$ cat src/epce_defines.svh
// Offsets, field positions, reset values and timing counts of the engine.
`ifndef EPCE_DEFINES_SVH
`define EPCE_DEFINES_SVH
`define EPCE_OFF_DATA 3'h0
`define EPCE_OFF_STATUS 3'h1
`define EPCE_OFF_CONTROL 3'h2
`define EPCE_OFF_EPP_ADDR 3'h3
`define EPCE_OFF_EPP_DATA0 3'h4
`define EPCE_CTL_STROBE 0
`define EPCE_CTL_AUTOFD 1
`define EPCE_CTL_INIT 2
`define EPCE_CTL_SELECT 3
`define EPCE_CTL_DIR 5
`define EPCE_STS_TIMEOUT 0
`define EPCE_STS_PERIPH_INTERRUPT 1
`define EPCE_CTL_RESET 6'h04
`define EPCE_CLK_MHZ 200
`define EPCE_TIMEOUT_US 10
`define EPCE_TIMEOUT_CYC (`EPCE_TIMEOUT_US * `EPCE_CLK_MHZ)
`define EPCE_PERIPH_DELAY 4'h3
`endif

$ cat src/epce_pkg.sv
// Types shared by the two ends of the parallel cycle engine.
package epce_pkg;
    typedef enum logic [2:0] {
        EPCE_IDLE, EPCE_WAIT_RDY, EPCE_STROBE, EPCE_HOLD, EPCE_DONE
    } epce_state_type;
    typedef enum logic [1:0] {
        EPCE_P_IDLE, EPCE_P_SETUP, EPCE_P_ACK
    } epce_pstate_type;
endpackage

$ cat src/epce_link_if.sv
// Parallel port wires joining the controller end and the peripheral end.
`timescale 1ns/1ps
interface epce_link_if;
    logic [7:0] periph_bus_host;
    logic periph_bus_host_oe;
    logic [7:0] periph_bus_dev;
    logic periph_bus_dev_oe;
    logic write_indicator_n;
    logic data_strobe_out_n;
    logic addr_strobe_out_n;
    logic port_direction_out;
    logic peripheral_wait_n;
    logic periph_interrupt;
    logic periph_reset_n;
    logic autofeed_n;
    logic select_n;
    modport host (
        output periph_bus_host, periph_bus_host_oe, write_indicator_n,
        output data_strobe_out_n, addr_strobe_out_n, port_direction_out,
        output periph_reset_n, autofeed_n, select_n,
        input periph_bus_dev, periph_bus_dev_oe,
        input peripheral_wait_n, periph_interrupt
    );
    modport periph (
        input periph_bus_host, periph_bus_host_oe, write_indicator_n,
        input data_strobe_out_n, addr_strobe_out_n, port_direction_out,
        input periph_reset_n,
        output periph_bus_dev, periph_bus_dev_oe,
        output peripheral_wait_n, periph_interrupt
    );
endinterface

$ cat src/epce_host.sv
// Controller end: turns EPP host port accesses into parallel strobe cycles.
`timescale 1ns/1ps
`include "epce_defines.svh"
module epce_host (
    // Clock and reset
    input wire logic clk_sys_i,
    input wire logic sys_rst_i,
    // Host register port
    input wire logic [2:0] addr_i,
    input wire logic [7:0] wdata_i,
    input wire logic wr_i,
    input wire logic rd_i,
    input wire logic epp_mode_i,
    input wire logic newer_variant_i,
    input wire logic periph_reset_i,
    output logic [7:0] rdata_o,
    output logic ready_o,
    output logic periph_interrupt_o,
    // Link
    epce_link_if.host link
);
    // -----------------------------------------------------------------
    // Synchronisers
    // -----------------------------------------------------------------
    logic [1:0] wait_sync_reg, periph_interrupt_sync_reg;
    logic [7:0] pbus_s1_reg, pbus_s2_reg;
    logic wait_n;
    assign wait_n = wait_sync_reg[1];
    always_ff @(posedge clk_sys_i or posedge sys_rst_i) begin
        if (sys_rst_i) begin
            wait_sync_reg <= 2'h0;
            periph_interrupt_sync_reg <= 2'h0;
            pbus_s1_reg <= 8'h00;
            pbus_s2_reg <= 8'h00;
        end else begin
            wait_sync_reg <= {wait_sync_reg[0], link.peripheral_wait_n};
            periph_interrupt_sync_reg <= {periph_interrupt_sync_reg[0], link.periph_interrupt};
            pbus_s1_reg <= link.periph_bus_dev;
            pbus_s2_reg <= pbus_s1_reg;
        end
    end
    // -----------------------------------------------------------------
    // Registers
    // -----------------------------------------------------------------
    logic [5:0] ctl_reg;
    logic [7:0] spp_data_reg;
    logic [7:0] epp_out_reg;
    logic [7:0] epp_in_reg;
    logic tmo_reg;
    logic periph_interrupt_rise_reg;
    logic [15:0] wdog_reg;
    logic is_write_reg, is_addr_reg;
    epce_pkg::epce_state_type st_reg;
    logic epp_sel;
    logic in_cycle;
    logic wdog_expired;
    assign epp_sel = epp_mode_i && (addr_i >= `EPCE_OFF_EPP_ADDR);
    assign in_cycle = (st_reg != epce_pkg::EPCE_IDLE);
    assign wdog_expired = (wdog_reg == 16'(`EPCE_TIMEOUT_CYC));
    always_ff @(posedge clk_sys_i or posedge sys_rst_i) begin
        if (sys_rst_i) begin
            ctl_reg <= `EPCE_CTL_RESET;
            spp_data_reg <= 8'h00;
        end else if (wr_i && addr_i == `EPCE_OFF_CONTROL) begin
            ctl_reg <= wdata_i[5:0];
        end else if (wr_i && addr_i == `EPCE_OFF_DATA) begin
            spp_data_reg <= wdata_i;
        end
    end
    // Timeout flag: a new timeout wins over the read that clears it.
    always_ff @(posedge clk_sys_i or posedge sys_rst_i) begin
        if (sys_rst_i) begin
            tmo_reg <= 1'b0;
            periph_interrupt_rise_reg <= 1'b0;
        end else begin
            periph_interrupt_rise_reg <= periph_interrupt_sync_reg[1];
            if (in_cycle && wdog_expired) begin
                tmo_reg <= 1'b1;
            end else if (rd_i && addr_i == `EPCE_OFF_STATUS) begin
                tmo_reg <= 1'b0;
            end
        end
    end
    // -----------------------------------------------------------------
    // Cycle engine
    // -----------------------------------------------------------------
    // The host port never stalls; ready_o reports the stretch instead, and
    // a read result is returned by re-reading after ready_o goes high.
    always_ff @(posedge clk_sys_i or posedge sys_rst_i) begin
        if (sys_rst_i) begin
            st_reg <= epce_pkg::EPCE_IDLE;
            wdog_reg <= 16'h0000;
            is_write_reg <= 1'b0;
            is_addr_reg <= 1'b0;
            epp_out_reg <= 8'h00;
            epp_in_reg <= 8'h00;
        end else begin
            wdog_reg <= in_cycle ? wdog_reg + 16'h0001 : 16'h0000;
            unique case (st_reg)
                epce_pkg::EPCE_IDLE: begin
                    if ((wr_i || rd_i) && epp_sel) begin
                        is_write_reg <= wr_i;
                        is_addr_reg <= (addr_i
                            == `EPCE_OFF_EPP_ADDR);
                        if (wr_i) begin
                            epp_out_reg <= wdata_i;
                        end
                        // An older cycle also waits out a stale acknowledge,
                        // or a new strobe would end on the last cycle's wait.
                        st_reg <= (newer_variant_i || wait_n)
                            ? epce_pkg::EPCE_WAIT_RDY
                            : epce_pkg::EPCE_STROBE;
                    end
                end
                epce_pkg::EPCE_WAIT_RDY: begin
                    if (!wait_n) begin
                        st_reg <= epce_pkg::EPCE_STROBE;
                    end
                end
                epce_pkg::EPCE_STROBE: begin
                    if (wait_n) begin
                        if (!is_write_reg) begin
                            epp_in_reg <= pbus_s2_reg;
                        end
                        st_reg <= epce_pkg::EPCE_HOLD;
                    end
                end
                epce_pkg::EPCE_HOLD: begin
                    if (!wait_n || !newer_variant_i) begin
                        st_reg <= epce_pkg::EPCE_DONE;
                    end
                end
                epce_pkg::EPCE_DONE: begin
                    st_reg <= epce_pkg::EPCE_IDLE;
                end
            endcase
            if (in_cycle && wdog_expired) begin
                st_reg <= epce_pkg::EPCE_IDLE;
            end
        end
    end
    // -----------------------------------------------------------------
    // Pins
    // -----------------------------------------------------------------
    logic strobing;
    logic epp_read;
    logic force_wr;
    logic wr_ind_n_next;
    assign strobing = (st_reg == epce_pkg::EPCE_STROBE)
        && !wdog_expired;
    assign epp_read = in_cycle && !is_write_reg;
    assign force_wr = in_cycle && ctl_reg[`EPCE_CTL_STROBE];
    // Write indicator, like direction and bus drive, is still forced by the control register's strobe bit during a cycle.
    assign wr_ind_n_next = in_cycle
        ? ((is_write_reg || force_wr) ? 1'b0 : 1'b1)
        : ctl_reg[`EPCE_CTL_DIR];
    always_ff @(posedge clk_sys_i or posedge sys_rst_i) begin
        if (sys_rst_i) begin
            link.write_indicator_n <= 1'b1;
            link.data_strobe_out_n <= 1'b1;
            link.addr_strobe_out_n <= 1'b1;
            link.port_direction_out <= 1'b0;
            link.periph_bus_host <= 8'h00;
            link.periph_bus_host_oe <= 1'b1;
            link.periph_reset_n <= 1'b0;
            link.autofeed_n <= 1'b1;
            link.select_n <= 1'b1;
            ready_o <= 1'b1;
            periph_interrupt_o <= 1'b0;
            rdata_o <= 8'h00;
        end else begin
            link.write_indicator_n <= wr_ind_n_next;
            link.data_strobe_out_n <= in_cycle
                ? ~(strobing && !is_addr_reg)
                : ~ctl_reg[`EPCE_CTL_STROBE];
            link.addr_strobe_out_n <= ~(strobing && is_addr_reg);
            link.port_direction_out <= force_wr ? 1'b0
                : (epp_read || ctl_reg[`EPCE_CTL_DIR]);
            link.periph_bus_host_oe <= force_wr
                || (in_cycle ? is_write_reg
                             : !ctl_reg[`EPCE_CTL_DIR]);
            link.periph_bus_host <= in_cycle ? epp_out_reg : spp_data_reg;
            link.periph_reset_n <= ctl_reg[`EPCE_CTL_INIT]
                && !periph_reset_i;
            link.autofeed_n <= ~ctl_reg[`EPCE_CTL_AUTOFD];
            link.select_n <= ~ctl_reg[`EPCE_CTL_SELECT];
            // Ready drops with the access and rises once the cycle ends.
            ready_o <= !(((wr_i || rd_i) && epp_sel && !in_cycle)
                || (in_cycle && st_reg != epce_pkg::EPCE_DONE
                    && !wdog_expired));
            periph_interrupt_o <= periph_interrupt_sync_reg[1] && !periph_interrupt_rise_reg;
            if (rd_i) begin
                unique case (addr_i)
                    `EPCE_OFF_DATA: rdata_o <= pbus_s2_reg;
                    `EPCE_OFF_STATUS: rdata_o <= {6'h00, periph_interrupt_sync_reg[1],
                                                  tmo_reg};
                    `EPCE_OFF_CONTROL: rdata_o <= {2'h0, ctl_reg};
                    default: rdata_o <= epp_mode_i ? epp_in_reg
                                                   : 8'h00;
                endcase
            end
        end
    end
endmodule // epce_host

$ cat src/flat_wrapper.sv
// flat-port wrapper written by rule: the top's interface ports become plain ports
module epce_host_flat 
  (clk_sys_i, sys_rst_i, addr_i, wdata_i, wr_i, rd_i, epp_mode_i, newer_variant_i, periph_reset_i, rdata_o, ready_o, periph_interrupt_o, link_periph_bus_host, link_periph_bus_host_oe, link_write_indicator_n, link_data_strobe_out_n, link_addr_strobe_out_n, link_port_direction_out, link_periph_reset_n, link_autofeed_n, link_select_n, link_periph_bus_dev, link_periph_bus_dev_oe, link_peripheral_wait_n, link_periph_interrupt);
  epce_link_if link_i ();
  input wire logic clk_sys_i;
  input wire logic sys_rst_i;
  input wire logic [2:0] addr_i;
  input wire logic [7:0] wdata_i;
  input wire logic wr_i;
  input wire logic rd_i;
  input wire logic epp_mode_i;
  input wire logic newer_variant_i;
  input wire logic periph_reset_i;
  output logic [7:0] rdata_o;
  output logic ready_o;
  output logic periph_interrupt_o;
  output wire logic [$bits(link_i.periph_bus_host)-1:0] link_periph_bus_host;
  output wire logic [$bits(link_i.periph_bus_host_oe)-1:0] link_periph_bus_host_oe;
  output wire logic [$bits(link_i.write_indicator_n)-1:0] link_write_indicator_n;
  output wire logic [$bits(link_i.data_strobe_out_n)-1:0] link_data_strobe_out_n;
  output wire logic [$bits(link_i.addr_strobe_out_n)-1:0] link_addr_strobe_out_n;
  output wire logic [$bits(link_i.port_direction_out)-1:0] link_port_direction_out;
  output wire logic [$bits(link_i.periph_reset_n)-1:0] link_periph_reset_n;
  output wire logic [$bits(link_i.autofeed_n)-1:0] link_autofeed_n;
  output wire logic [$bits(link_i.select_n)-1:0] link_select_n;
  input wire logic [$bits(link_i.periph_bus_dev)-1:0] link_periph_bus_dev;
  input wire logic [$bits(link_i.periph_bus_dev_oe)-1:0] link_periph_bus_dev_oe;
  input wire logic [$bits(link_i.peripheral_wait_n)-1:0] link_peripheral_wait_n;
  input wire logic [$bits(link_i.periph_interrupt)-1:0] link_periph_interrupt;
  assign link_periph_bus_host = link_i.periph_bus_host;
  assign link_periph_bus_host_oe = link_i.periph_bus_host_oe;
  assign link_write_indicator_n = link_i.write_indicator_n;
  assign link_data_strobe_out_n = link_i.data_strobe_out_n;
  assign link_addr_strobe_out_n = link_i.addr_strobe_out_n;
  assign link_port_direction_out = link_i.port_direction_out;
  assign link_periph_reset_n = link_i.periph_reset_n;
  assign link_autofeed_n = link_i.autofeed_n;
  assign link_select_n = link_i.select_n;
  assign link_i.periph_bus_dev = link_periph_bus_dev;
  assign link_i.periph_bus_dev_oe = link_periph_bus_dev_oe;
  assign link_i.peripheral_wait_n = link_peripheral_wait_n;
  assign link_i.periph_interrupt = link_periph_interrupt;
  epce_host u_core (.clk_sys_i(clk_sys_i), .sys_rst_i(sys_rst_i), .addr_i(addr_i), .wdata_i(wdata_i), .wr_i(wr_i), .rd_i(rd_i), .epp_mode_i(epp_mode_i), .newer_variant_i(newer_variant_i), .periph_reset_i(periph_reset_i), .rdata_o(rdata_o), .ready_o(ready_o), .periph_interrupt_o(periph_interrupt_o), .link(link_i));
endmodule
$ cat config.mk
export PLATFORM = sky130hd
export DESIGN_NAME = epce_host_flat
export DESIGN_NICKNAME = d
export VERILOG_FILES = /design/src/epce_pkg.sv /design/src/epce_link_if.sv /design/src/epce_host.sv /design/src/flat_wrapper.sv
export VERILOG_INCLUDE_DIRS = /design/src
export SDC_FILE = /design/constraint.sdc
export NUM_CORES = 1
export LEC_CHECK = 0
export CORE_MARGIN = 1.5
export CORE_UTILIZATION = 56
export DETAILED_ROUTE_END_ITERATION = 8
export DONT_BUFFER_PORTS = 1
export HOLD_SLACK_MARGIN = 0.02
export PLACE_DENSITY = 0.74
export SLEW_MARGIN = 5
export SYNTH_ARGS = -nofsm -noshare
export SYNTH_HDL_FRONTEND = slang
export SYNTH_SLANG_ARGS = --single-unit
$ cat constraint.sdc
create_clock -name clk_sys_i -period 3.1 [get_ports clk_sys_i]
set_clock_uncertainty 0.1 [all_clocks]
set_input_delay 0.31 -clock clk_sys_i [delete_from_list [all_inputs] [get_ports clk_sys_i]]
set_output_delay 0.31 -clock clk_sys_i [all_outputs]
set_load 0.005 [all_outputs]
==> results of run 1 <==
-- final timing paths --
path | endpoint | cells past startpoint
setup reg to reg | u_core.st_reg[1] | 6
hold / removal | u_core.rdata_o[4] | 2
max in group asynchronous | u_core.link.write_indicator_n | 3
setup / recovery | u_core.st_reg[1] | 6
hold reg to reg | u_core.pbus_s2_reg[3] | 0
min in group asynchronous | u_core.is_addr_reg | 2
-- final cells by class --
cell class	instances	area, um^2
inverters	9	36.3
fillers	501	2320
well taps	96	120
flip-flops and latches	99	2490
repair buffers	26	253
clock buffers	9	124
clock inverters	6	95.1
multi-input cells	204	1360
-- stage by stage --
stage	worst slack, ns	total power [W]
2_1_floorplan	0.113	0.00244
6_report	1.16	0.00352
3_3_place_gp	1.17	0.00259
4_1_cts	1.13	0.00355
3_5_place_dp	1.15	0.00262
5_1_grt	1.01	0.00373
-- report_power, final --
group | total [W] | switching [W] | internal, W
logic | 0.000746 | 0.000411 | 0.000335
registers | 0.00188 | 0.000232 | 0.00165
clock network | 0.000891 | 0.000431 | 0.000460
total | 0.00352 | 0.00107 | 0.00244
-- metal layers --
layer	GRT usage (%)	part of all wire [%]	up-vias
li1	-	-	1172
met1	27.4	44	1202
met2	32.1	50	73
met3	6.54	5.0	11
met4	6.16	1.5	0
met5	0	0	-
-- timing repair --
item	in CTS	in global routing
buffers inserted	0	0
hold buffers	23	0
gates resized for setup	0	0
endpoints found under the hold margin	101	0
-- cells in the final DEF, fill, tap and decap left out, types with 3 or more instances in the layout --
master and n:
sky130_fd_sc_hd__and2_1 4, sky130_fd_sc_hd__a22oi_1 6, sky130_fd_sc_hd__nand2_1 37, sky130_fd_sc_hd__mux2_2 12, sky130_fd_sc_hd__a21oi_1 16, sky130_fd_sc_hd__xor2_1 8
sky130_fd_sc_hd__o21ai_1 5, sky130_fd_sc_hd__buf_4 3, sky130_fd_sc_hd__o21ai_0 7, sky130_fd_sc_hd__a2bb2oi_1 4, sky130_fd_sc_hd__mux2i_1 3, sky130_fd_sc_hd__nor2b_1 5
sky130_fd_sc_hd__nor2_1 27, sky130_fd_sc_hd__dfstp_2 8, sky130_fd_sc_hd__nand3_1 8, sky130_fd_sc_hd__dfrtp_1 91, sky130_fd_sc_hd__nand4_1 7, sky130_fd_sc_hd__inv_6 3
sky130_fd_sc_hd__inv_1 8, sky130_fd_sc_hd__clkbuf_8 9, sky130_fd_sc_hd__or3_1 5, sky130_fd_sc_hd__dlygate4sd3_1 23, sky130_fd_sc_hd__mux2_1 20
-- worst max-delay path: stages, from the launching register on --
cell and delay [ns]:
sky130_fd_sc_hd__dfrtp_1 0.41, sky130_fd_sc_hd__inv_1 0.07, sky130_fd_sc_hd__ha_1 0.14, sky130_fd_sc_hd__nor4b_1 0.36, sky130_fd_sc_hd__nand4_1 0.30, sky130_fd_sc_hd__mux2i_1 0.19, sky130_fd_sc_hd__o32ai_1 0.27
-- cell families after synthesis --
logic type	Yosys count
adders and majority gates	2
xor gates and xnor gates	10
and+or+nand+nor	112
DFF	99
AOI/OAI and AO/OA	45
muxes	35
buffers and inverters	23
==> run summary, run 1 <==
* **run status** finished clean
* **Post-Syn Instances** 326
* **part of the cycle the worst path needs** 62.4%
* **largest net degree at the start of global routing** 64
* **class of the most critical hold timing path** input port to flip-flop
* **Adder-Cell Fraction of Synth Area** 0.633%
* **Lkg Pwr** 2.00 nW
* **most common cell in the synthesized netlist** sky130_fd_sc_hd__dfrtp_1
* **reg2reg setup slack** 1.16 ns
* **Detailed Route Iter0 Violations** 193
* **largest buffer count on any clock path** 2
* **CTS Buf Count** 9
* **count of unique library cells instantiated by Yosys** 43
* **CP Class** flip-flop to flip-flop
* **proportion of netlist area held by the largest area contributor** 57.6%
* **count of antenna diodes in the layout** 0
* **number of warnings issued by yosys** 0
* **number of failing hold endpoints at the final stage** 0
* **floorplan die width** 87.0 um
* **start point of the worst min-delay path** rd_i
* **vias per cell** 5.47
* **proportion of synthesized area in mux cells** 9.87%
* **Largest register FFs** 16
* **Worst IR Drop VDD** 0.412 mV
* **async set or reset register ratio after synthesis** 100%
* **share of post-route cells with drive strength above 1** 12.2%
* **Commonest cells post-synth** 91 x sky130_fd_sc_hd__dfrtp_1, 37 x sky130_fd_sc_hd__nand2_1, 27 x sky130_fd_sc_hd__nor2_1
* **Die Height** 87.0 um
* **library cell with the largest summed area after synthesis** sky130_fd_sc_hd__dfrtp_1
* **R2R Path Start** u_core.wdog_reg[0]
* **final count of pins violating max slew** 0
* **Worst Setup End Kind** flip-flop
* **post-CTS clock slew at the launch and capture registers of the worst setup and hold paths** 0.09 ns
* **DRC errors left** 0
* **sequential element share of the synthesized area** 62.9%
* **compound-cell area share of the yosys netlist** 6.93%
* **flop and latch count out of synthesis** 99
* **via total after detailed routing** 2458
* **nature of the critical path startpoint** flip-flop
* **worst skew pair latency** 0.35 ns
* **final std cell area, no fill** 4480 um^2
* **HPWL reported at the end of detailed placement** 4.59 mm
* **final WL** 7.15 mm
* **startpoint of the most critical setup path** u_core.wdog_reg[0]
* **Synth Area per Inst** 12.1 um^2
* **worst hold-check slack** 0.0344 ns
* **global-route usage over all layers** 20.5%
* **core area** 6790 um^2
* **crit-path max FO** 5
* **total of endpoints with negative setup slack in the final report** 0
* **f_max** 517 MHz
* **total number of clock tree sinks** 99
* **power density over cell area** 786 nW/um^2
* **synth top area cells** sky130_fd_sc_hd__dfrtp_1 58%, sky130_fd_sc_hd__mux2_1 5.7%, sky130_fd_sc_hd__dfstp_2 5.3%
* **antenna violations before repair** 0
* **pin slew with the least headroom to its limit** 0.758 ns
* **Max-Slew Margin vs Limit** 49.4%
* **main combinational cell family by area after synthesis** simple AND/OR/NAND/NOR gates
* **remaining antenna violation count** 0
* **cell at the root of the clock tree** sky130_fd_sc_hd__clkbuf_8
* **total negative slack for setup checks** 0 ns
* **synthesized cell area** 3960 um^2
* **net total in the final layout** 380
* **post-synth net total** 357
* **starting density of the core** 58.2%
* **port bufs** 0
* **number of violations of the max-capacitance limit** 0
* **number of synthesized flops with an enable pin** 0
* **via count of the first global-routing pass** 2406
* **Min Clock Period, post-route** 1.94 ns
* **Arrival @ worst endpoint** 2.10 ns
* **signed area change from the synthesized netlist to the final layout** 13.2%
* **simple-gate area share of the yosys netlist** 14.8%
* **total overflow reported by the global router** 0
* **area after detailed placement** 4030 um^2
* **placed insts** 411
* **post-route core utilization** 65.9%
* **parity-gate share of the synthesized area counting xor and xnor cells** 2.21%
* **clock tree from TritonCTS** built
* **std cell rows** 30
* **H-tree Lvls** 3
* **boundary pin count** 55
* **post-detailed-route wirelength per cell** 15.9 um
* **CP required** 3.26 ns
* **global placement routability congestion** 0.785
* **top_reg_cell synth** sky130_fd_sc_hd__dfrtp_1
* **Cell Count, Final, Fillers Out** 449
* **unrepaired setup endpoints after global routing** false
* **global-route wire length before repair** 11.6 mm
* **first-pass iteration count of the detailed router** 4
* **die area** 7580 um^2
(Power assumes the default switching activity.)
==> run 2: changes to the inputs <==
==> constraint.sdc (replaced) <==
create_clock -name clk_sys_i -period 1.55 [get_ports clk_sys_i]
set_clock_uncertainty 0.1 [all_clocks]
set_input_delay 0.155 -clock clk_sys_i [delete_from_list [all_inputs] [get_ports clk_sys_i]]
set_output_delay 0.155 -clock clk_sys_i [all_outputs]
set_load 0.005 [all_outputs]
==> run 2 against run 1 <==
- the flow now finishes with violations (setup timing)
- hold slack lost 0.0014 ns
- die area is the same
- sequential cell count is the same
- worst setup slack lost 1.2 ns
- critical path depth shrank 2
- register-to-register slack lost 1.2 ns
- sequential power grew 98%
- sequential share of layout area shrank 3.9 points
- first-iteration DRC count grew 13%
- total power grew 110%
- cell count grew 7.1%
- non-clock buffer count grew 30
- highest routed layer unchanged
==> run summary, run 2 (synthesis gave the netlist of run 1 again) <==
* **HPWL reported at the end of detailed placement** 4.98 mm, +8.4%
* **total overflow reported by the global router** 0, unchanged
* **R2R Path Start** u_core.wdog_reg[9]
* **class of the most critical hold timing path** input port to flip-flop
* **violated checks** setup timing
* **cell at the root of the clock tree** sky130_fd_sc_hd__clkbuf_8
* **largest buffer count on any clock path** 2, unchanged
* **number of violations of the max-capacitance limit** 0, unchanged
* **global-route wire length before repair** 12.8 mm, +9.8%
* **remaining antenna violation count** 0, unchanged
* **global-route usage over all layers** 22.3%, +1.9 points
* **final std cell area, no fill** 4820 um^2, +7.6%
* **met3 routed WL** 346 um, -2.8%
* **pin slew with the least headroom to its limit** 0.552 ns, -0.206 ns
* **CP required** 1.72 ns, -1.54 ns
* **Post-Place Worst Slack** -0.147 ns, -1.30 ns
* **sequential group share of total power** 49.8%, -3.7 points
* **Top Metal Used** met4
* **final count of pins violating max slew** 0, unchanged
* **Max-Slew Margin vs Limit** 63.0%, +14 points
* **largest net degree at the start of global routing** 71, +11%
* **part of the cycle the worst path needs** 105%, +42 points
* **post-detailed-route wirelength per cell** 16.5 um, +3.5%
* **Post-Route M1 WL** 3.24 mm, +3.6%
* **clock tree from TritonCTS** built
* **Largest register FFs** 16, unchanged
* **run status** finished, violations left
* **total number of clock tree sinks** 99, unchanged
* **Worst Reg2Reg Path Length in Cells** 4, -2
* **post-CTS clock slew at the launch and capture registers of the worst setup and hold paths** 0.10 ns, about the same
* **metal2 WL** 4.15 mm, +17%
* **number of cells traversed by the worst hold path** 2, unchanged
* **DRC errors left** 0, unchanged
* **most common cell after layout, fill and taps aside** sky130_fd_sc_hd__dfrtp_1
* **total of endpoints with negative setup slack in the final report** 4, +4
* **die area** 7580 um^2, unchanged
* **portion of total power attributed to combinational logic** 26.8%, +5.6 points
* **H-tree Lvls** 3, unchanged
* **Arrival @ worst endpoint** 1.79 ns, -0.31 ns
* **port bufs** 0, unchanged
* **via count of the first global-routing pass** 2755, +15%
* **cell internal power dissipation** 0.00510 W, +110%
* **count of antenna diodes in the layout** 0, unchanged
* **start point of the worst min-delay path** newer_variant_i
* **Hold EP** u_core.st_reg[0]
* **unrepaired setup endpoints after global routing** true
* **reg2reg setup slack** -0.07 ns, -1.24 ns
* **Min Clock Period, post-route** 1.62 ns, -0.311 ns
* **nature of the critical path startpoint** flip-flop
* **CTS Buf Count** 9, unchanged
* **worst skew pair latency** 0.37 ns, +0.02 ns
* **Worst IR Drop VDD** 0.964 mV, +130%
* **signed area change from the synthesized netlist to the final layout** 21.8%
* **area after detailed placement** 4270 um^2, +6.0%
* **share of post-route cells with drive strength above 1** 21.0%, +8.9 points
* **global placement routability congestion** 0.826, +5.2%
* **net total in the final layout** 411, +8.2%
* **switching component of the power** 0.00239 W, +120%
* **Worst Setup End Kind** flip-flop
* **worst reg2reg endpoint** u_core.st_reg[1]
* **Die Height** 87.0 um, unchanged
* **number of failing hold endpoints at the final stage** 0, unchanged
* **vias per cell** 5.55, +1.3%
* **clock share of power** 23.4%, -1.9 points
* **Detailed Route Iter0 Violations** 219, +13%
* **floorplan die width** 87.0 um, unchanged
* **CP Class** flip-flop to flip-flop
* **f_max** 616 MHz, +19%
* **starting density of the core** 58.2%, unchanged
* **via total after detailed routing** 2668, +8.5%
* **core area** 6790 um^2, unchanged
* **std cell rows** 30, unchanged
* **setup slack of the critical path after layout** -0.0746 ns, -1.24 ns
* **boundary pin count** 55, unchanged
* **commonest cells after routing, fill and taps aside** 90 x sky130_fd_sc_hd__dfrtp_1, 37 x sky130_fd_sc_hd__nand2_1, 27 x sky130_fd_sc_hd__dlygate4sd3_1
* **power density over cell area** 1550 nW/um^2, +98%
* **switching part of the total power** 31.9%, +1.3 points
* **final WL** 7.93 mm, +11%
* **antenna violations before repair** 0, unchanged
* **first-pass iteration count of the detailed router** 5, +1
* **Lkg Pwr** 2.16 nW, +8.4%
* **crit-path max FO** 3, -2
==> run 2: changes by cell type in the layout (fill, tap and decap cells not counted), moves of 2 or more <==
cell / delta
sky130_fd_sc_hd__nor2_1: -2
sky130_fd_sc_hd__buf_12: +3
sky130_fd_sc_hd__inv_6: -2
sky130_fd_sc_hd__buf_4: +22
sky130_fd_sc_hd__dlygate4sd3_1: +4
sky130_fd_sc_hd__inv_8: +2
sky130_fd_sc_hd__and4_1: -2
sky130_fd_sc_hd__nor4b_1: -2
==> run 2: stage by stage <==
step	utilization (%)	hold slack, ns	TNS [ns]	power (W)	instances
floorplan	-	0.0864	0	0.00492	326
global placement	62.8	0.0617	-0.0475	0.00550	435
detailed placement	62.8	0.0672	-0.147	0.00558	435
CTS	70.3	0.0248	-0.177	0.00744	480
global route	70.9	0.0529	-0.923	0.00791	481
finish	70.9	0.0331	-0.200	0.00749	481
==> run 2: how the worst max path moves through the flow <==
stage	startpoint	to	slack, ns	cells after the start
floorplan	u_core.wdog_reg[0]	u_core.st_reg[1]	0.006	6
global placement	u_core.wdog_reg[0]	u_core.st_reg[1]	-0.05	6
detailed placement	u_core.wdog_reg[0]	u_core.st_reg[1]	-0.15	6
CTS	u_core.wdog_reg[0]	u_core.st_reg[1]	-0.07	6
global route	u_core.wdog_reg[0]	u_core.st_reg[1]	-0.19	6
finish	u_core.wdog_reg[9]	u_core.st_reg[1]	-0.07	4
==> run 2: area by class of cell <==
class                      instances  area [um^2]
sequential                        99         2490
fill                             472         1980
multi-input combinational        205         1430
timing repair buffer              56          529
clock buffer                      10          138
tap                               96          120
clock inverter                     6         78.8
inverter                           9         37.5
==> run 2: timing repair <==
item / in CTS / in global routing
resized for setup: 4 / 9
gates cloned: 0 / 1
setup endpoints to repair: 3 / 21
hold endpoints to repair: 145 / 0
hold buffers: 27 / 0
setup buffers: 2 / 0
pin swaps: 3 / 2
==> run 2: routing by layer <==
metal  vias up  global-route usage (%)
met5         -                       0
met4         0                    9.82
met3        22                    5.50
met2        84                    38.2
met1      1334                    26.8
li1       1228                       -
==> run 2: power groups by stage <==
stage / clock, W / sequential (W) / combinational [W]
floorplan: 0 / 0.00365 / 0.00127
global placement: 0 / 0.00373 / 0.00177
detailed placement: 0 / 0.00376 / 0.00182
CTS: 0.00180 / 0.00371 / 0.00193
global route: 0.00189 / 0.00380 / 0.00222
finish: 0.00175 / 0.00373 / 0.00201
==> run 2: critical path, cell delays in order, from the launching register on <==
cell	delay [ns]
sky130_fd_sc_hd__dfrtp_1	0.42
sky130_fd_sc_hd__nor4bb_1	0.36
sky130_fd_sc_hd__nand4_1	0.22
sky130_fd_sc_hd__mux2i_1	0.17
sky130_fd_sc_hd__o32ai_1	0.25
